**src/rtl/buck_pkg.sv**
```systemverilog
// Shared constants and types of the buck converter supervisor.
// Assumes one 250 MHz clock and a phase-clock tick that arrives on a pin.
package buck_pkg;

	////////////////////////////////////////////////////////////////////////////
	// Register map, byte addresses on the AXI4-Lite slave.
	localparam int unsigned  ADDR_W         = 5;
	localparam logic [4:0]   OFS_CTRL       = 5'h00;
	localparam logic [4:0]   OFS_STATUS     = 5'h04;
	localparam logic [4:0]   OFS_REF        = 5'h08;
	localparam logic [4:0]   OFS_OC_COUNT   = 5'h0c;
	localparam logic [1:0]   RESP_OKAY      = 2'h0;
	localparam logic [1:0]   RESP_SLVERR    = 2'h2;

	// Control register fields and reset values.
	localparam int unsigned  CTRL_FORCE_BIT = 0;
	localparam logic         CTRL_FORCE_RST = 1'h0;

	// Status register field positions.
	localparam int unsigned  ST_STATE_LSB   = 0;
	localparam int unsigned  ST_PG_BIT      = 4;
	localparam int unsigned  ST_OVL_BIT     = 5;
	localparam int unsigned  ST_OSC_BIT     = 6;
	localparam int unsigned  ST_ENOK_BIT    = 7;
	localparam int unsigned  ST_CODE_LSB    = 8;
	localparam int unsigned  ST_PH3_BIT     = 13;

	////////////////////////////////////////////////////////////////////////////
	// Synchroniser bank layout: bit position of each pin input.
	localparam int unsigned  SYNC_W         = 16;
	localparam int unsigned  SY_POR         = 0;
	localparam int unsigned  SY_EN          = 1;
	localparam int unsigned  SY_OC          = 2;
	localparam int unsigned  SY_OV          = 3;
	localparam int unsigned  SY_OVREF       = 4;
	localparam int unsigned  SY_UV          = 5;
	localparam int unsigned  SY_TICK        = 6;
	localparam int unsigned  SY_CODE_LSB    = 7;
	localparam int unsigned  SY_DEM_LSB     = 12;
	localparam int unsigned  SY_PH3         = 15;

	////////////////////////////////////////////////////////////////////////////
	// Sequencing counts, in phase-clock (switching) cycles.
	localparam logic [10:0]  SS_HIZ_END     = 11'h01f;   // Last of the first 32 cycles.
	localparam logic [10:0]  SS_LOW_END     = 11'h0b5;   // 32 plus 150 cycles, minus one.
	localparam logic [10:0]  SS_LAST        = 11'h7ff;   // The 2048th cycle.
	localparam logic [10:0]  OC_WAIT_LAST   = 11'h7ff;   // 2048 cycles of hiccup wait.

	// Voltage code decoding, reference level in millivolts.
	localparam logic [4:0]   CODE_OFF       = 5'h1f;
	localparam logic [10:0]  REF_TOP_MV     = 11'h73a;   // 1850 mV at code zero.
	localparam logic [10:0]  REF_STEP_MV    = 11'h019;   // 25 mV per code step.
	localparam logic [10:0]  RAMP_STEP_MV   = 11'h001;

	// Channel layout of the current-balance path.
	localparam int unsigned  NCH            = 3;
	localparam int unsigned  CUR_W          = 8;
	localparam int unsigned  ERR_W          = 9;
	localparam logic [8:0]   THIRD_MUL      = 9'h0ab;    // 171/512, close to one third.

	typedef enum logic [3:0] {
		ST_SHUT,
		ST_SS_HIZ,
		ST_SS_LOW,
		ST_SS_RAMP,
		ST_RUN,
		ST_OC_WAIT,
		ST_OV_CLAMP,
		ST_OV_HIZ
	} state_t;

endpackage

```
**src/rtl/sync_if.sv**
```systemverilog
// Carrier between the supervisor and its input synchroniser bank.
// Assumes both ends share the supervisor clock.
`timescale 1ns/1ps
interface sync_if #(parameter int unsigned W = 16);
	logic [W-1:0] raw;
	logic [W-1:0] clean;
	modport user (output raw, input clean);
	modport bank (input raw, output clean);
endinterface

```
**src/rtl/input_sync.sv**
```systemverilog
// Three-stage synchroniser bank for asynchronous pin inputs.
// Assumes each pin holds a level for several clock cycles.
`timescale 1ns/1ps
module input_sync import buck_pkg::*; #(
	parameter int unsigned W = SYNC_W
) (
	// Clock and reset.
	input  wire logic clk,
	input  wire logic rst_b,
	// Raw pins in, qualified levels out.
	sync_if.bank      sif
);

	logic [W-1:0] s1_reg;
	logic [W-1:0] s2_reg;
	logic [W-1:0] s3_reg;
	logic [W-1:0] q_reg;

	// Only the second stage looks at the first, so metastability stays contained.
	always_ff @(posedge clk or negedge rst_b) begin
		if (!rst_b) begin
			s1_reg <= '0;
			s2_reg <= '0;
			s3_reg <= '0;
		end else begin
			s1_reg <= sif.raw;
			s2_reg <= s1_reg;
			s3_reg <= s2_reg;
		end
	end

	// A change counts once stages two and three agree on it.
	genvar g;
	generate
		for (g = 0; g < W; g++) begin : g_bit
			always_ff @(posedge clk or negedge rst_b) begin
				if (!rst_b) begin
					q_reg[g] <= 1'b0;
				end else if (s2_reg[g] == s3_reg[g]) begin
					q_reg[g] <= s3_reg[g];
				end
			end
		end
	endgenerate

	assign sif.clean = q_reg;

endmodule

```
**src/rtl/buck_supervisor.sv**
```systemverilog
// Supervisory sequencer of a multi-phase buck controller with an AXI4-Lite slave.
// Assumes analog comparators and the phase oscillator deliver their results as pins.
`timescale 1ns/1ps

// How it works
// RQ1 - Average current above the fixed reference trips an overcurrent shutdown anytime; the code trips it only in soft-start and running, not during overvoltage.
// RQ2 - Overcurrent shutdown puts every PWM output into high impedance.
// RQ3 - After overcurrent, stay high impedance while counting 2048 phase-clock cycles.
// RQ4 - The wait ends in a soft-start; success resumes normal switching.
// RQ5 - Overcurrent during an attempt repeats wait and attempt, without end.
// RQ6 - Code 11110 gives 1.100 V, each lower code 25 mV more, to 1.850 V.
// RQ7 - All-ones code forces shutdown; any other code starts up again.
// RQ8 - Output above 115 percent of reference drives all PWM outputs low at once.
// RQ9 - While clamping, output back at reference switches PWM to high impedance.
// RQ10 - Each new overvoltage clamps low again, alternating as long as it recurs.
// RQ11 - Overvoltage latches off switching until power-on reset or enable toggles.
// RQ12 - Undervoltage drops power good only, unlatched, no other effect.
// RQ13 - In shutdown all PWM outputs stay high impedance.
// RQ14 - No start before power-on reset is good; its comparator has hysteresis.
// RQ15 - Oscillator stays stopped until the enable input is above threshold.
// RQ16 - Outside circuit pulls enable pin low to disable, releases it to enable.
// RQ17 - Power good, enable high and a non-off code start soft-start immediately.
// RQ18 - Each channel current is compared with the active average to trim width.
// RQ19 - Soft-start: 32 cycles high impedance, about 150 low, then ramp from zero.
// RQ20 - An 11-bit phase-clock counter times soft-start; power good at cycle 2048.
// RQ21 - Comparator results and code pins are synchronised before use.
module buck_supervisor import buck_pkg::*; (
	// Clock and reset.
	input  wire logic                   CLK,
	input  wire logic                   RST_B,
	// Comparator and pin inputs, asynchronous to CLK.
	input  wire logic                   POR_OK,
	input  wire logic                   FREQ_SELECT_ENABLE_PIN,
	input  wire logic                   OC_TRIP,
	input  wire logic                   OV_TRIP,
	input  wire logic                   OV_AT_REF,
	input  wire logic                   UV_LOW,
	input  wire logic                   PHASE_TICK,
	input  wire logic [4:0]             VOLTAGE_CODE,
	input  wire logic [NCH-1:0]         PWM_DEMAND,
	input  wire logic                   PHASE3_SEL,
	// Sampled channel currents from the sampling logic on CLK.
	input  wire logic [NCH*CUR_W-1:0]   CH_CURRENT,
	// Converter outputs.
	output logic      [NCH-1:0]         PWM_OUT,
	output logic      [NCH-1:0]         PWM_OE,
	output logic                        POWER_GOOD,
	output logic                        OSC_RUN,
	output logic      [10:0]            REFERENCE_LEVEL,
	output logic      [NCH*ERR_W-1:0]   BALANCE_TRIM,
	// AXI4-Lite slave.
	input  wire logic [ADDR_W-1:0]      S_AXI_AWADDR,
	input  wire logic                   S_AXI_AWVALID,
	output logic                        S_AXI_AWREADY,
	input  wire logic [31:0]            S_AXI_WDATA,
	input  wire logic [3:0]             S_AXI_WSTRB,
	input  wire logic                   S_AXI_WVALID,
	output logic                        S_AXI_WREADY,
	output logic      [1:0]             S_AXI_BRESP,
	output logic                        S_AXI_BVALID,
	input  wire logic                   S_AXI_BREADY,
	input  wire logic [ADDR_W-1:0]      S_AXI_ARADDR,
	input  wire logic                   S_AXI_ARVALID,
	output logic                        S_AXI_ARREADY,
	output logic      [31:0]            S_AXI_RDATA,
	output logic      [1:0]             S_AXI_RRESP,
	output logic                        S_AXI_RVALID,
	input  wire logic                   S_AXI_RREADY
);

	////////////////////////////////////////////////////////////////////////////
	// Input qualification.

	sync_if #(.W(SYNC_W)) sif ();

	logic          por_s;
	logic          en_s;
	logic          oc_s;
	logic          ov_s;
	logic          ovref_s;
	logic          uv_s;
	logic          ph3_s;
	logic [4:0]    code_s;
	logic [NCH-1:0] dem_s;
	logic          tick_d_reg;
	logic          tick;

	// Every asynchronous pin goes through the bank before the sequencer sees it.
	assign sif.raw = {PHASE3_SEL, PWM_DEMAND, VOLTAGE_CODE, PHASE_TICK, UV_LOW,
		OV_AT_REF, OV_TRIP, OC_TRIP, FREQ_SELECT_ENABLE_PIN, POR_OK};  // [RQ21]

	input_sync #(.W(SYNC_W)) u_sync (
		.clk   (CLK),
		.rst_b (RST_B),
		.sif   (sif)
	);

	// Named views of the qualified bank.
	assign por_s   = sif.clean[SY_POR];
	assign en_s    = sif.clean[SY_EN];
	assign oc_s    = sif.clean[SY_OC];
	assign ov_s    = sif.clean[SY_OV];
	assign ovref_s = sif.clean[SY_OVREF];
	assign uv_s    = sif.clean[SY_UV];
	assign ph3_s   = sif.clean[SY_PH3];
	assign code_s  = sif.clean[SY_CODE_LSB +: 5];
	assign dem_s   = sif.clean[SY_DEM_LSB +: NCH];

	// One switching cycle is counted on each rising edge of the phase tick.
	always_ff @(posedge CLK or negedge RST_B) begin
		if (!RST_B) begin
			tick_d_reg <= 1'b0;
		end else begin
			tick_d_reg <= sif.clean[SY_TICK];
		end
	end
	assign tick = sif.clean[SY_TICK] && !tick_d_reg;

	////////////////////////////////////////////////////////////////////////////
	// Sequencer.

	state_t       state_reg;
	logic [10:0]  cnt_reg;
	logic         ov_latch_reg;
	logic         force_reg;
	logic         hiccup;
	logic         powered;
	logic         run_ok;

	// The POR input comes from a comparator that already has hysteresis.
	assign powered = por_s && en_s;  // [RQ14]
	assign run_ok  = (code_s != CODE_OFF) && !force_reg;  // [RQ7]
	assign hiccup  = oc_s && powered && run_ok && !ov_latch_reg && !ov_s &&
		(state_reg inside {ST_SS_HIZ, ST_SS_LOW, ST_SS_RAMP, ST_RUN});  // [RQ1]

	// Overvoltage latch; only losing POR or dropping the enable pin clears it.
	always_ff @(posedge CLK or negedge RST_B) begin
		if (!RST_B) begin
			ov_latch_reg <= 1'b0;
		end else if (!powered) begin
			ov_latch_reg <= 1'b0;  // [RQ11]
		end else if (ov_s) begin
			ov_latch_reg <= 1'b1;  // [RQ11]
		end
	end

	// Main state machine; power loss wins, overvoltage next, then the code.
	always_ff @(posedge CLK or negedge RST_B) begin
		if (!RST_B) begin
			state_reg <= ST_SHUT;
			cnt_reg   <= '0;
		end else if (!powered) begin
			state_reg <= ST_SHUT;  // [RQ14] [RQ15]
			cnt_reg   <= '0;
		end else if (ov_s) begin
			state_reg <= ST_OV_CLAMP;  // [RQ8] [RQ10]
		end else if (ov_latch_reg) begin
			if (state_reg == ST_OV_CLAMP && ovref_s) begin
				state_reg <= ST_OV_HIZ;  // [RQ9]
			end else if (state_reg != ST_OV_CLAMP) begin
				state_reg <= ST_OV_HIZ;
			end
		end else if (!run_ok) begin
			state_reg <= ST_SHUT;  // [RQ7]
			cnt_reg   <= '0;
		end else if (hiccup) begin
			state_reg <= ST_OC_WAIT;  // [RQ1] [RQ5]
			cnt_reg   <= '0;
		end else begin
			case (state_reg)
				ST_SHUT: begin
					state_reg <= ST_SS_HIZ;  // [RQ17]
					cnt_reg   <= '0;
				end
				ST_SS_HIZ: begin
					if (tick) begin
						cnt_reg <= cnt_reg + 11'h001;  // [RQ20]
						if (cnt_reg == SS_HIZ_END) begin
							state_reg <= ST_SS_LOW;  // [RQ19]
						end
					end
				end
				ST_SS_LOW: begin
					if (tick) begin
						cnt_reg <= cnt_reg + 11'h001;
						if (cnt_reg == SS_LOW_END) begin
							state_reg <= ST_SS_RAMP;  // [RQ19]
						end
					end
				end
				ST_SS_RAMP: begin
					if (tick) begin
						cnt_reg <= cnt_reg + 11'h001;
						if (cnt_reg == SS_LAST) begin
							state_reg <= ST_RUN;  // [RQ4] [RQ20]
						end
					end
				end
				ST_RUN: begin
					state_reg <= ST_RUN;
				end
				ST_OC_WAIT: begin
					if (tick) begin
						cnt_reg <= cnt_reg + 11'h001;  // [RQ3]
						if (cnt_reg == OC_WAIT_LAST) begin
							state_reg <= ST_SS_HIZ;  // [RQ4] [RQ5]
						end
					end
				end
				default: begin
					state_reg <= ST_SHUT;
					cnt_reg   <= '0;
				end
			endcase
		end
	end

	// Power good only in normal running, dropped by undervoltage without memory.
	// The off code drops it at once, since the reference goes to zero on that edge.
	always_ff @(posedge CLK or negedge RST_B) begin
		if (!RST_B) begin
			POWER_GOOD <= 1'b0;
			OSC_RUN    <= 1'b0;
		end else begin
			POWER_GOOD <= (state_reg == ST_RUN) && run_ok && !uv_s;  // [RQ12] [RQ20]
			OSC_RUN    <= en_s;  // [RQ15]
		end
	end

	////////////////////////////////////////////////////////////////////////////
	// Reference level: decoded code, ramped from zero during soft-start.

	logic [10:0] target_mv;
	always_comb begin
		target_mv = REF_TOP_MV - 11'(code_s) * REF_STEP_MV;  // [RQ6]
		if (code_s == CODE_OFF) begin
			target_mv = '0;  // [RQ7]
		end
	end

	// The ramp steps once per switching cycle so the output capacitors charge slowly.
	always_ff @(posedge CLK or negedge RST_B) begin
		if (!RST_B) begin
			REFERENCE_LEVEL <= '0;
		end else if (state_reg == ST_RUN || state_reg inside {ST_OV_CLAMP, ST_OV_HIZ}) begin
			REFERENCE_LEVEL <= target_mv;  // [RQ6]
		end else if (state_reg == ST_SS_RAMP) begin
			if (REFERENCE_LEVEL > target_mv) begin
				REFERENCE_LEVEL <= target_mv;
			end else if (tick && REFERENCE_LEVEL < target_mv) begin
				REFERENCE_LEVEL <= REFERENCE_LEVEL + RAMP_STEP_MV;  // [RQ19]
			end
		end else begin
			REFERENCE_LEVEL <= '0;
		end
	end

	////////////////////////////////////////////////////////////////////////////
	// Per-channel PWM drive and current balance.

	logic [9:0]        cur_sum;
	logic [17:0]       third_prod;
	logic [CUR_W:0]    avg;

	// A multiply by 171/512 stands in for a divide by three; error under 0.2 percent.
	always_comb begin
		cur_sum    = 10'(CH_CURRENT[0 +: CUR_W]) + 10'(CH_CURRENT[CUR_W +: CUR_W]);
		if (ph3_s) begin
			cur_sum = cur_sum + 10'(CH_CURRENT[2*CUR_W +: CUR_W]);
		end
		third_prod = 18'(cur_sum) * 18'(THIRD_MUL);
		avg        = ph3_s ? 9'(third_prod[17:9]) : 9'(cur_sum[9:1]);  // [RQ18]
	end

	genvar c;
	generate
		for (c = 0; c < NCH; c++) begin : g_ch
			logic active;
			// With two phases the third output is tied to the supply and never driven.
			assign active = (c < 2) || ph3_s;

			always_ff @(posedge CLK or negedge RST_B) begin
				if (!RST_B) begin
					PWM_OUT[c] <= 1'b0;
					PWM_OE[c]  <= 1'b0;
				end else begin
					case (state_reg)
						ST_RUN, ST_SS_RAMP: begin
							PWM_OUT[c] <= dem_s[c];  // [RQ4]
							PWM_OE[c]  <= active;
						end
						ST_SS_LOW, ST_OV_CLAMP: begin
							PWM_OUT[c] <= 1'b0;  // [RQ8] [RQ19]
							PWM_OE[c]  <= active;
						end
						default: begin
							PWM_OUT[c] <= 1'b0;  // [RQ2] [RQ9] [RQ13]
							PWM_OE[c]  <= 1'b0;
						end
					endcase
				end
			end

			// Positive trim means the channel carries less than its share.
			always_ff @(posedge CLK or negedge RST_B) begin
				if (!RST_B) begin
					BALANCE_TRIM[c*ERR_W +: ERR_W] <= '0;
				end else if (active) begin
					BALANCE_TRIM[c*ERR_W +: ERR_W] <= avg - 9'(CH_CURRENT[c*CUR_W +: CUR_W]);  // [RQ18]
				end else begin
					BALANCE_TRIM[c*ERR_W +: ERR_W] <= '0;
				end
			end
		end
	endgenerate

	////////////////////////////////////////////////////////////////////////////
	// AXI4-Lite slave: write path.

	logic              aw_have_reg;
	logic              w_have_reg;
	logic [ADDR_W-1:0] aw_addr_reg;
	logic [31:0]       w_data_reg;
	logic [3:0]        w_strb_reg;
	logic              wr_go;
	logic [15:0]       oc_count_reg;

	assign wr_go = aw_have_reg && w_have_reg && !S_AXI_BVALID;

	// Address and data are taken independently and paired before the response.
	always_ff @(posedge CLK or negedge RST_B) begin
		if (!RST_B) begin
			S_AXI_AWREADY <= 1'b0;
			S_AXI_WREADY  <= 1'b0;
			aw_have_reg   <= 1'b0;
			w_have_reg    <= 1'b0;
			aw_addr_reg   <= '0;
			w_data_reg    <= '0;
			w_strb_reg    <= '0;
			S_AXI_BVALID  <= 1'b0;
			S_AXI_BRESP   <= RESP_OKAY;
		end else begin
			S_AXI_AWREADY <= !S_AXI_AWREADY && S_AXI_AWVALID && !aw_have_reg && !S_AXI_BVALID;
			S_AXI_WREADY  <= !S_AXI_WREADY && S_AXI_WVALID && !w_have_reg && !S_AXI_BVALID;
			if (S_AXI_AWVALID && S_AXI_AWREADY) begin
				aw_have_reg <= 1'b1;
				aw_addr_reg <= S_AXI_AWADDR;
			end
			if (S_AXI_WVALID && S_AXI_WREADY) begin
				w_have_reg <= 1'b1;
				w_data_reg <= S_AXI_WDATA;
				w_strb_reg <= S_AXI_WSTRB;
			end
			if (wr_go) begin
				aw_have_reg  <= 1'b0;
				w_have_reg   <= 1'b0;
				S_AXI_BVALID <= 1'b1;
				S_AXI_BRESP  <= (aw_addr_reg[4:2] <= OFS_OC_COUNT[4:2]) ? RESP_OKAY : RESP_SLVERR;
			end else if (S_AXI_BVALID && S_AXI_BREADY) begin
				S_AXI_BVALID <= 1'b0;
			end
		end
	end

	// Software shutdown request; only byte lane zero carries it.
	always_ff @(posedge CLK or negedge RST_B) begin
		if (!RST_B) begin
			force_reg <= CTRL_FORCE_RST;
		end else if (wr_go && aw_addr_reg[4:2] == OFS_CTRL[4:2] && w_strb_reg[0]) begin
			force_reg <= w_data_reg[CTRL_FORCE_BIT];
		end
	end

	// Hiccup counter; a new hiccup wins over a clear in the same cycle.
	always_ff @(posedge CLK or negedge RST_B) begin
		if (!RST_B) begin
			oc_count_reg <= '0;
		end else if (hiccup) begin
			oc_count_reg <= oc_count_reg + 16'h0001;
		end else if (wr_go && aw_addr_reg[4:2] == OFS_OC_COUNT[4:2]) begin
			oc_count_reg <= '0;
		end
	end

	////////////////////////////////////////////////////////////////////////////
	// AXI4-Lite slave: read path.

	logic [31:0] status_word;
	always_comb begin
		status_word                     = '0;
		status_word[ST_STATE_LSB +: 4]  = 4'(state_reg);
		status_word[ST_PG_BIT]          = POWER_GOOD;
		status_word[ST_OVL_BIT]         = ov_latch_reg;
		status_word[ST_OSC_BIT]         = OSC_RUN;
		status_word[ST_ENOK_BIT]        = powered && run_ok;
		status_word[ST_CODE_LSB +: 5]   = code_s;
		status_word[ST_PH3_BIT]         = ph3_s;
	end

	// Unmapped reads answer SLVERR with zero data.
	always_ff @(posedge CLK or negedge RST_B) begin
		if (!RST_B) begin
			S_AXI_ARREADY <= 1'b0;
			S_AXI_RVALID  <= 1'b0;
			S_AXI_RDATA   <= '0;
			S_AXI_RRESP   <= RESP_OKAY;
		end else begin
			S_AXI_ARREADY <= !S_AXI_ARREADY && S_AXI_ARVALID && !S_AXI_RVALID;
			if (S_AXI_ARVALID && S_AXI_ARREADY) begin
				S_AXI_RVALID <= 1'b1;
				S_AXI_RRESP  <= RESP_OKAY;
				case (S_AXI_ARADDR[4:2])
					OFS_CTRL[4:2]:     S_AXI_RDATA <= 32'(force_reg);
					OFS_STATUS[4:2]:   S_AXI_RDATA <= status_word;
					OFS_REF[4:2]:      S_AXI_RDATA <= 32'(REFERENCE_LEVEL);
					OFS_OC_COUNT[4:2]: S_AXI_RDATA <= 32'(oc_count_reg);
					default: begin
						S_AXI_RDATA <= '0;
						S_AXI_RRESP <= RESP_SLVERR;
					end
				endcase
			end else if (S_AXI_RVALID && S_AXI_RREADY) begin
				S_AXI_RVALID <= 1'b0;
			end
		end
	end

endmodule

```
**config.mk**
```make
export PLATFORM = sky130hd
export DESIGN_NAME = buck_supervisor
export DESIGN_NICKNAME = d
export VERILOG_FILES = /design/src/rtl/buck_pkg.sv /design/src/rtl/sync_if.sv /design/src/rtl/input_sync.sv /design/src/rtl/buck_supervisor.sv
export SDC_FILE = /design/constraint.sdc
export NUM_CORES = 1
export LEC_CHECK = 0
export BUFFER_PORTS_ARGS = -buffer_cell sky130_fd_sc_hd__buf_2
export CAP_MARGIN = 0
export CORE_UTILIZATION = 30
export CTS_CLUSTER_SIZE = 10
export DETAILED_ROUTE_END_ITERATION = 16
export GPL_TIMING_DRIVEN = 0
export PLACE_DENSITY = 0.55
export RECOVER_POWER = 25
export SLEW_MARGIN = 20
export SYNTH_ARGS = -nofsm -noshare
export SYNTH_HDL_FRONTEND = slang
export SYNTH_SLANG_ARGS = --single-unit
```
**constraint.sdc**
```tcl
create_clock -name CLK -period 5.9 [get_ports CLK]
set_input_delay 0 -clock CLK [delete_from_list [all_inputs] [get_ports CLK]]
set_output_delay 0 -clock CLK [all_outputs]
set_load 0.005 [all_outputs]
```
# After elaboration in Yosys (flattened, before gate mapping)
# Cells that the tools add are included.
[word_totals]
regBits = 193
in_bits = 93
output_inout_bits = 87
word_cells = 222
[op_classes]
add_sub_neg = 9
n_mul = 2
n_lt_le_gt_ge = 3
n_eq_ne = 48
mux = 51
n_reduce_logical = 60
[op_table]
columns = ["operator", "n"]
rows = [
  ["$mux 11", 11],
  ["$pmux 16 s4", 1],
  ["$mux 4", 15],
  ["$ne 7x6->1 const B", 5],
  ["$mux 16", 2],
  ["$logic_and 1x1->1", 31],
  ["$sub 9x8->9", 3],
  ["$pmux 4 s6", 1],
  ["$add 11x1->11 const B", 2],
  ["$pmux 11 s2", 1],
  ["$ne 7x5->1 const B", 3],
  ["$mul 10x8->18 const B", 1],
  ["$mux 9", 2],
  ["$add 16x1->16 const B", 1],
  ["$eq 1x1->1", 16],
  ["$eq 4x3->1 const B", 4],
  ["$mux 1", 15],
  ["$logic_not 1->1", 12],
  ["$reduce_bool 2->1", 6],
  ["$reduce_or 4->1", 3],
  ["$eq 11x11->1 const B", 1],
  ["$eq 11x5->1 const B", 1],
  ["$eq 11x8->1 const B", 1],
  ["$gt 11x11->1", 1],
  ["27 further kinds", 34],
]

# Depth between registers and ports, before layout
# Gate-level depths: netlist (run 1).
[depth]
ltp_word = 11
depth_mapped = 36
ltp_nobuf = 36

# Modules after synthesis
# Synthesis (run 1) repeated with hierarchy kept, for this count alone.
[unflattened]
cells_unflattened = 1167
hier_area_um2 = 11290.8
[by_module_without_submodules]
columns = ["module", "n_inst", "cells_per_inst", "area_each_um2", "seq_area_each_um2"]
rows = [
  ["buck_supervisor", 1, 1087, 9509.1, 2702.6],
  ["input_sync", 1, 80, 1781.7, 1601.5],
]

# Worst setup path after synthesis (run 1)
# OpenSTA, ideal clock, no wires.
[synth_path]
kind = "in2reg"
startpoint = "input CH_CURRENT[0]"
endpoint = "register BALANCE_TRIM[8]"
setup_time_ns = 0.134
arrival_time_ns = 6.681
required_ns = 5.766
slack_ns = -0.915
path_stages = 32
path_buffers = 0
cell_sequence = "ha_1 > fa_1 > a21o_1 > a21oi_1 > xnor2_1 > ha_1 > o21a_1 > a21oi_1 > xor2_1 > o21ai_0 > fa_1 > fa_1 > inv_1 > fa_1 > inv_1 > ha_1 > a211oi_1 > nand2_1 > a31oi_1 > nor2b_1 > xnor2_1 > nor2_1 > a21oi_1 > ha_1 > inv_1 > fa_1 > a21o_1 > a21oi_1 > nor2b_1 > o21a_1 > o41ai_1 > xnor2_1"
[synth_between]
elab_chain_cells = 6
[synth_rtl]
columns = ["item", "line", "rtl"]
rows = [
  ["from (decl)", "buck_supervisor.sv:43", "input wire logic [NCH*CUR_W-1:0] CH_CURRENT,"],
  ["$add 8x8->9", "buck_supervisor.sv:267", "cur_sum = 10'(CH_CURRENT[0 +: CUR_W]) + 10'(CH_CURRENT[CUR_W +: CUR_W]);"],
  ["$add 9x8->10", "buck_supervisor.sv:269", "cur_sum = cur_sum + 10'(CH_CURRENT[2*CUR_W +: CUR_W]);"],
  ["$mux 10", "buck_supervisor.sv:268", "if (ph3_s) begin"],
  ["$mul 10x8->18", "buck_supervisor.sv:271", "third_prod = 18'(cur_sum) * 18'(THIRD_MUL);"],
  ["$mux 9", "buck_supervisor.sv:272", "avg = ph3_s ? 9'(third_prod[17:9]) : 9'(cur_sum[9:1]);"],
  ["$sub 9x8->9 (*)", "buck_supervisor.sv:309", "BALANCE_TRIM[c*ERR_W +: ERR_W] <= avg - 9'(CH_CURRENT[c*CUR_W +: CUR_W]);"],
  ["to (signal, indexed assignment)", "buck_supervisor.sv:309", ""],
  ["to (decl)", "buck_supervisor.sv:50", "output logic [NCH*ERR_W-1:0] BALANCE_TRIM,"],
]
# Every way passes the cells marked *; elsewhere a longest branch is shown, timed or not.
# A chain may end at the register's enable or synchronous reset.

# Worst setup path after layout (run 1)
# Same ends and word-level chain as after synthesis.

==> out/results.ini, run 1 <==
[hold_path]
hold_start=CH_CURRENT[13]
hold_depth=4
hold_class=in -> reg
min_to=BALANCE_TRIM[14]

[worst_setup_path]
cp_max_fo=4
crit_type=in -> reg
crit_arrival_ns=6.97
reg2reg_from=u_sync.sif.clean[15]
critPathCaptureType=flip-flop
worstPathRequired_ns=6.23
ff2ff_setup_slack_ns=-0.59
critPathSlowestCell=fa_1
r2r_cells=27
r2r_end=BALANCE_TRIM[8]
crit_path_start_kind=input pin
slowest_delay_ns=0.54

[clock_network]
cts_tree=built
numCtsBuffers=17
root_buffer=clkbuf_16
clkTransAtPathRegs_ns=0.07
insertion_delay_ns=0.46
htree_levels=4
clock_sinks=172
clock_path_buffers=2

[timing]
period_needed_ns=6.65
finalCritPeriodShare=1.13
rsz0062_at_grt=yes
hold_viol_final=0
slew_headroom=-1.96
fin_tns_setup_ns=-6.19
worst_clock_skew_ns=0.0129
maxSlewViolCount=78
setup_viol=17
tightestPinTransition_ns=4.44
finalWorstSetupSlack_ns=-0.746
fmax_mhz=150

[grt]
grt_pass1_vias=8510
grt_pass1_wl_um=44800
grt_usage=0.158
grt_overflow=0
antenna_found_initial=0
grt_max_degree=96

[floorplan]
die_h_um=192
rows=69
core_mm2=0.0356
io-pin-count=180
fp.dieArea_mm2=0.0370
chipWidth_um=192
initial_core_util=0.305

[logic_synthesis]
synth_cells=1101
ys_seq_area_frac=0.396
synth_cell_types=71
yosys-top-cells-area=dfrtp_1 40%, ha_1 14%, fa_1 4.2%
synth-edff-count=0
syn_area_mm2=0.0109
synth_top_area_frac=0.396
synth_mux_area_frac=0.0305
yosysWarnings=0
syn_avg_cell_area_um2=9.87
async_flop_share=1.00
synth_top_family_by_area=adder cells
ys.flop_type=dfrtp_1
ys_seq_elements=172
yosys.area_share.simple=0.124
synthXorXnorAreaFrac=0.0411
synth_compound_area_frac=0.140
synth_adder_area_share=0.201
yosysTopAreaCell=dfrtp_1

[detailed_routing]
wirelength_um=28900
dr.pass1.iters=5
detail_route.wl_per_cell_um=15.8
first_iter_violations=417
route.detailed.drc=0
antenna_left=0
vias_per_cell=4.78
via_count=8742

[place]
place_hpwl_um=21000
finalWeightedCongestion=0.853
numPortBuffers=121

[cells_and_area]
drive_above_1_share=0.278
area_delta_synth_final_pct=32.9
largest_reg_flops=27
nets=1596
diodes=0
regMostFlops=BALANCE_TRIM

[status]
failed_checks=capacitance limit, slew limit, setup timing
status=finished, violations left

[run]
maxCapViolCount=1

-- synth_stat cells (all sizes together), types with 3 or more instances --
| cell type | number |
|---|---|
| mux2 | 12 |
| and2 | 7 |
| nor3 | 11 |
| o21a | 7 |
| a21oi | 56 |
| a21o | 19 |
| xor2 | 21 |
| ha | 125 |
| nand3b | 3 |
| inv | 122 |
| o32ai | 5 |
| clkbuf | 15 |
| nand4 | 6 |
| o31ai | 12 |
| nand2 | 71 |
| nand2b | 16 |
| o211ai | 5 |
| a31oi | 7 |
| nor2b | 16 |
| maj3 | 16 |
| a22o | 7 |
| fa | 23 |
| mux2i | 17 |
| dfrtp | 172 |
| nand3 | 21 |
| a211oi | 4 |
| xnor2 | 30 |
| and3 | 23 |
| or2 | 6 |
| buf | 31 |
| nor4 | 3 |
| o41ai | 4 |
| nor2 | 74 |
| o22ai | 5 |
| o21bai | 6 |
| o21ai | 91 |
-- cells in the final DEF, fill, tap and decap left out, types with 17 or more instances in the layout --
cell type / Yosys / final
dfrtp_1: 172 / 172
buf_2: 8 / 125
inv_1: 122 / 113
ha_1: 125 / 103
o21ai_0: 89 / 75
nand2_1: 71 / 71
nor2_1: 74 / 70
buf_4: 20 / 66
dlygate4sd3_1: 0 / 41
a21oi_1: 55 / 30
and3_1: 23 / 22
a21oi_2: 1 / 20
nand3_1: 21 / 20
a21o_1: 19 / 19
fa_1: 23 / 18
ha_4: 0 / 18
conb_1: 1 / 18
xor2_1: 21 / 17
xnor2_1: 30 / 17
clkbuf_16: 0 / 17
-- critical path: cells and delay by family --
kind	cells	cell delay, ns
fa+ha+maj	8	2.79
compound gates	14	2.63
xor+xnor	4	0.51
buf+inv	5	0.44
simple gates	3	0.34
mux	1	0.27
-- timing repair --
action	CTS	global route
pin swaps	24	57
setup endpoints to repair	24	23
resized for setup	59	77
endpoints found under the hold margin	121	0
setup buffers	25	34
hold buffers	41	0
-- routing by layer --
metal  part of all wire  GRT usage  up-vias
met2               0.49      0.261      156
met5                  0          0        -
li1                   -          -     4271
met4              0.023     0.0563        0
met3              0.036     0.0286       36
met1               0.45      0.205     4279
-- how the worst max path moves through the flow --
stage	start	endpoint	slack (ns)	depth (start not counted)
after CTS	CH_CURRENT[1]	BALANCE_TRIM[8]	-0.54	34
after detailed placement	CH_CURRENT[1]	BALANCE_TRIM[8]	-1.61	33
after global routing	CH_CURRENT[0]	BALANCE_TRIM[8]	-1.05	35
after floorplan	CH_CURRENT[0]	BALANCE_TRIM[8]	-0.35	35
final	CH_CURRENT[0]	BALANCE_TRIM[8]	-0.75	35
after global placement	CH_CURRENT[1]	BALANCE_TRIM[8]	-1.59	30
-- cells by family after synthesis --
logic type / Yosys count
AND/OR/NAND/NOR: 271
AO/OA/AOI/OAI: 243
other: 1
buffers and inverters: 169
XOR/XNOR: 51
adder cells (fa/ha/maj): 164
multiplexers: 30
flip-flops: 172
-- per-stage QoR --
stage / hold slack, ns / worst slack, ns / cells / cell area [um2] / utilization
2_1_floorplan: -0.296 / -0.354 / 1118 / 11100 / -
3_3_place_gp: 0.109 / -1.59 / 1700 / 12300 / 0.345
3_5_place_dp: 0.0359 / -1.61 / 1701 / 12300 / 0.346
4_1_cts: 0.00534 / -0.538 / 1799 / 13800 / 0.387
5_1_grt: 0.0534 / -1.05 / 1829 / 14400 / 0.406
6_report: 0.0419 / -0.746 / 1829 / 14400 / 0.406
-- final cells by class --
type,count,area [um2]
Fill cell,3444,21100
Multi-Input combinational cell,777,6690
Sequential cell,172,4300
Timing Repair Buffer,218,1500
Tap cell,461,577
Inverter,123,465
Clock buffer,18,439
Buffer,46,287
Clock inverter,14,170
Power of run 1 is left out: the tool's default activity adds up to more than one toggle a clock period on the data nets, which glitch-free logic cannot reach.
==> run 2: changes to the inputs <==
- CORE_UTILIZATION: 30 -> 35
- CTS_CLUSTER_SIZE: 10 -> 8
- PLACE_DENSITY: 0.55 -> 0.61
==> out/results.ini, run 2 (same netlist as run 1, synthesis figures left out) <==
[detailed_routing]
vias_per_cell=4.98
detail_route.wl_per_cell_um=15.6
first_iter_violations=386
antenna_left=0
wirelength_um=27300
via_count=8705
dr.pass1.iters=5
route.detailed.drc=0

[cells_and_area]
seq_area_mm2=0.00430
nets=1580
largest_reg_flops=27
area_delta_synth_final_pct=28.9
fillers=2894
regMostFlops=BALANCE_TRIM
diodes=0
final_cell_mix=172 x dfrtp_1, 126 x buf_2, 114 x inv_1
layout_commonest_cell=dfrtp_1
drive_above_1_share=0.264
multi_input_area_mm2=0.00653

[clock_network]
clock_path_buffers=2
insertion_delay_ns=0.44
cts_tree=built
numCtsBuffers=17
clock_sinks=172
htree_levels=4
root_buffer=clkbuf_16
clkTransAtPathRegs_ns=0.06

[timing]
fmax_mhz=152
slew_headroom=-2.24
period_needed_ns=6.59
holdWs_ns=0.0425
worst_clock_skew_ns=0.0148
hold_viol_final=0
rsz0062_at_grt=yes
finalCritPeriodShare=1.12
tightestPinTransition_ns=4.86
finalWorstSetupSlack_ns=-0.685
setup_viol=19
maxSlewViolCount=86

[floorplan]
rows=64
io-pin-count=180
initial_core_util=0.355
chipWidth_um=178
core_mm2=0.0306
die_h_um=178
fp.dieArea_mm2=0.0317

[place]
place_hpwl_um=20000
numPortBuffers=121
finalWeightedCongestion=0.880

[grt]
grt_overflow=0
grt_max_degree=88
grt_pass1_vias=8583
grt_pass1_wl_um=43700
grt_usage=0.176
antenna_found_initial=0

[status]
status=finished, violations left
failed_checks=capacitance limit, slew limit, setup timing

[hold_path]
hold_class=in -> reg

[worst_setup_path]
cp_max_fo=5
crit_arrival_ns=6.89
critPathCaptureType=flip-flop
crit_type=in -> reg
crit_path_start_kind=input pin
crit_top_cell=a21oi_2
worstPathRequired_ns=6.21
critPathSlowestCell=fa_1
slowest_delay_ns=0.54

[run]
maxCapViolCount=1

[run 2: changes by cell type in the layout (fill, tap and decap cells not counted), moves of 4 or more]
cell,delta
buf_4,-7
buf_6,-6
inv_6,-5
xnor2_1,+5
a21o_1,-4
a21oi_1,+4
ha_4,-4
[run 2: path summary, 6_finish.rpt]
check                                startpoint            endpoint  slack [ns]  cells past startpoint
max in group asynchronous                 RST_B          cnt_reg[2]        1.30                      2
min in group asynchronous                 RST_B  REFERENCE_LEVEL[6]        1.86                      2
hold reg to reg                u_sync.s1_reg[0]    u_sync.s2_reg[0]        0.35                      0
hold / removal                   CH_CURRENT[13]    BALANCE_TRIM[14]        0.04                      4
setup reg to reg           u_sync.sif.clean[15]    BALANCE_TRIM[17]       -0.50                     29
setup / recovery                  CH_CURRENT[8]    BALANCE_TRIM[17]       -0.69                     37
[run 2: worst max-delay path, delay by kind of cell]
kind	cells	cell delay (ns)
xor+xnor	4	0.64
buf+inv	4	0.25
simple gates	7	0.66
compound gates	12	2.06
mux	1	0.29
fa+ha+maj	9	2.96
[run 2: what timing repair did]
action / in CTS / in global routing
pin swaps: 23 / 34
hold endpoints to repair: 129 / 0
resized for setup: 56 / 50
setup buffers: 30 / 22
setup endpoints to repair: 24 / 24
hold buffers: 38 / 0
[run 2: area by class of cell]
cell class | instances | share of cell area
multi-input cells | 777 | 0.467
flip-flops and latches | 172 | 0.307
repair buffers | 202 | 0.0974
well taps | 396 | 0.0354
inverters | 123 | 0.0333
clock buffers | 19 | 0.0316
plain buffers | 46 | 0.0198
clock inverters | 12 | 0.00822
[run 2: routing by layer]
metal  GRT usage  routed length (um)  up-vias
met2       0.292               13300      171
met4      0.0586                 518        0
met5           0                   0        -
li1            -                   -     4234
met1       0.234               12500     4257
met3      0.0281                1060       43
[run 2: stage by stage]
stage / TNS [ns] / util / std cells / instance area (um2) / worst slack, ns
2_1_floorplan: -1.71 / - / 1118 / 11100 / -0.354
3_3_place_gp: -22.00 / 0.398 / 1635 / 12200 / -1.50
3_5_place_dp: -22.39 / 0.399 / 1636 / 12200 / -1.47
4_1_cts: -3.93 / 0.445 / 1733 / 13600 / -0.532
5_1_grt: -11.11 / 0.458 / 1747 / 14000 / -0.953
6_report: -6.37 / 0.458 / 1747 / 14000 / -0.685
Power of run 2 is left out for the same reason.
==> run 3: changes to the inputs <==
- REMOVE_ABC_BUFFERS: unset -> 1
==> out/results.ini, run 3 (same netlist as run 1, synthesis figures left out) <==
[status]
status=finished, violations left
failed_checks=capacitance limit, slew limit, setup timing

[timing]
rsz0062_at_grt=yes
worst_clock_skew_ns=0.0141
finalCritPeriodShare=1.10
tightestPinTransition_ns=2.77
hold_viol_final=0
setup_viol=19
slew_headroom=-0.848
finalWorstSetupSlack_ns=-0.608
fmax_mhz=154
period_needed_ns=6.51
maxSlewViolCount=102

[detailed_routing]
wirelength_um=27100
via_count=8534
dr.pass1.iters=7
first_iter_violations=394
antenna_left=0
vias_per_cell=4.97
route.detailed.drc=0
detail_route.wl_per_cell_um=15.8

[cells_and_area]
regMostFlops=BALANCE_TRIM
fillers=2892
final_cell_mix=171 x dfrtp_1, 120 x buf_2, 112 x inv_1
instances_no_fill=1718
diodes=0
drive_above_1_share=0.255
layout_commonest_cell=dfrtp_1
largest_reg_flops=27
nets=1552
area_delta_synth_final_pct=27.6

[worst_setup_path]
critPathSlowestCell=fa_1
crit_type=in -> reg
cp_max_fo=5
reg2reg_from=u_sync.sif.clean[15]
slowest_delay_ns=0.49
r2r_cells=26
worstPathRequired_ns=6.21
cp_top_family=adder cells
ff2ff_setup_slack_ns=-0.40
crit_top_cell=buf_6
crit_path_start_kind=input pin
r2r_end=BALANCE_TRIM[8]
crit_arrival_ns=6.82
worstSetupStartpoint=CH_CURRENT[0]
critPathCaptureType=flip-flop
critPathBufInv=10

[floorplan]
fp.dieArea_mm2=0.0317
core_mm2=0.0306
io-pin-count=180
die_h_um=178
chipWidth_um=178
rows=64
initial_core_util=0.355

[clock_network]
clock_path_buffers=2
numCtsBuffers=17
root_buffer=clkbuf_16
cts_tree=built
htree_levels=4
clock_sinks=172
insertion_delay_ns=0.44
clkTransAtPathRegs_ns=0.08

[hold_path]
min_to=BALANCE_TRIM[14]
hold_start=CH_CURRENT[13]
hold_class=in -> reg
hold_depth=4

[grt]
grt_pass1_wl_um=43000
grt_usage=0.174
antenna_found_initial=0
grt_overflow=0
grt_pass1_vias=8521
grt_max_degree=74

[place]
finalWeightedCongestion=0.846
numPortBuffers=123
place_hpwl_um=19100
dp_cells=1593

[run]
maxCapViolCount=2

==> run 3: cell types whose count changed in the layout (fill, tap and decap cells not counted), sizes merged <==
cell,delta
clkdlybuf4s25,+1
inv,+3
clkinv,-3
clkbuf,-16
buf,-15
dlygate4sd3,+1
==> run 3: area by class of cell <==
type / instances / area [um2] / area share
Clock buffer: 18 / 439 / 0.0317
Clock inverter: 12 / 129 / 0.00930
Inverter: 123 / 465 / 0.0336
Multi-Input combinational cell: 777 / 6510 / 0.470
Sequential cell: 172 / 4310 / 0.311
Tap cell: 396 / 495 / 0.0358
Timing Repair Buffer: 220 / 1510 / 0.109
==> run 3: worst max-delay path by stage <==
stage,to,slack (ns),depth (start not counted)
floorplan,BALANCE_TRIM[8],-0.93,32
global placement,BALANCE_TRIM[8],-2.40,33
detailed placement,BALANCE_TRIM[8],-2.39,33
CTS,BALANCE_TRIM[8],-0.52,36
global route,BALANCE_TRIM[8],-0.95,37
finish,BALANCE_TRIM[8],-0.61,37
==> run 3: metrics by stage <==
step	setup slack, ns	utilization	setup TNS, ns	hold WS, ns	instance area [um2]
after detailed placement	-2.39	0.387	-43.92	-0.0716	11800
after global routing	-0.947	0.453	-12.45	0.0328	13900
after global placement	-2.40	0.385	-43.64	0.108	11800
after CTS	-0.517	0.446	-3.38	0.00568	13700
after floorplan	-0.926	-	-10.47	-0.296	10700
final	-0.608	0.453	-6.48	0.0330	13900
==> run 3: tightest hold or removal path, delay by kind of cell <==
| kind | cells | cell delay (ns) |
|---|---|---|
| xor+xnor | 1 | 0.07 |
| buf+inv | 2 | 0.16 |
| fa+ha+maj | 1 | 0.20 |
==> run 3: what timing repair did <==
item	4_1_cts	5_1_grt
buffers inserted	45	11
hold buffers	39	0
endpoints found under the hold margin	140	0
pin swaps	64	19
endpoints found under the setup margin	27	28
gates resized for setup	116	24
==> run 3: per-layer routing <==
metal	routed length, um	GRT usage
met1	12300	0.221
met2	13400	0.299
met5	0	0
met4	637	0.0681
met3	818	0.0247
Power of run 3 is left out for the same reason.
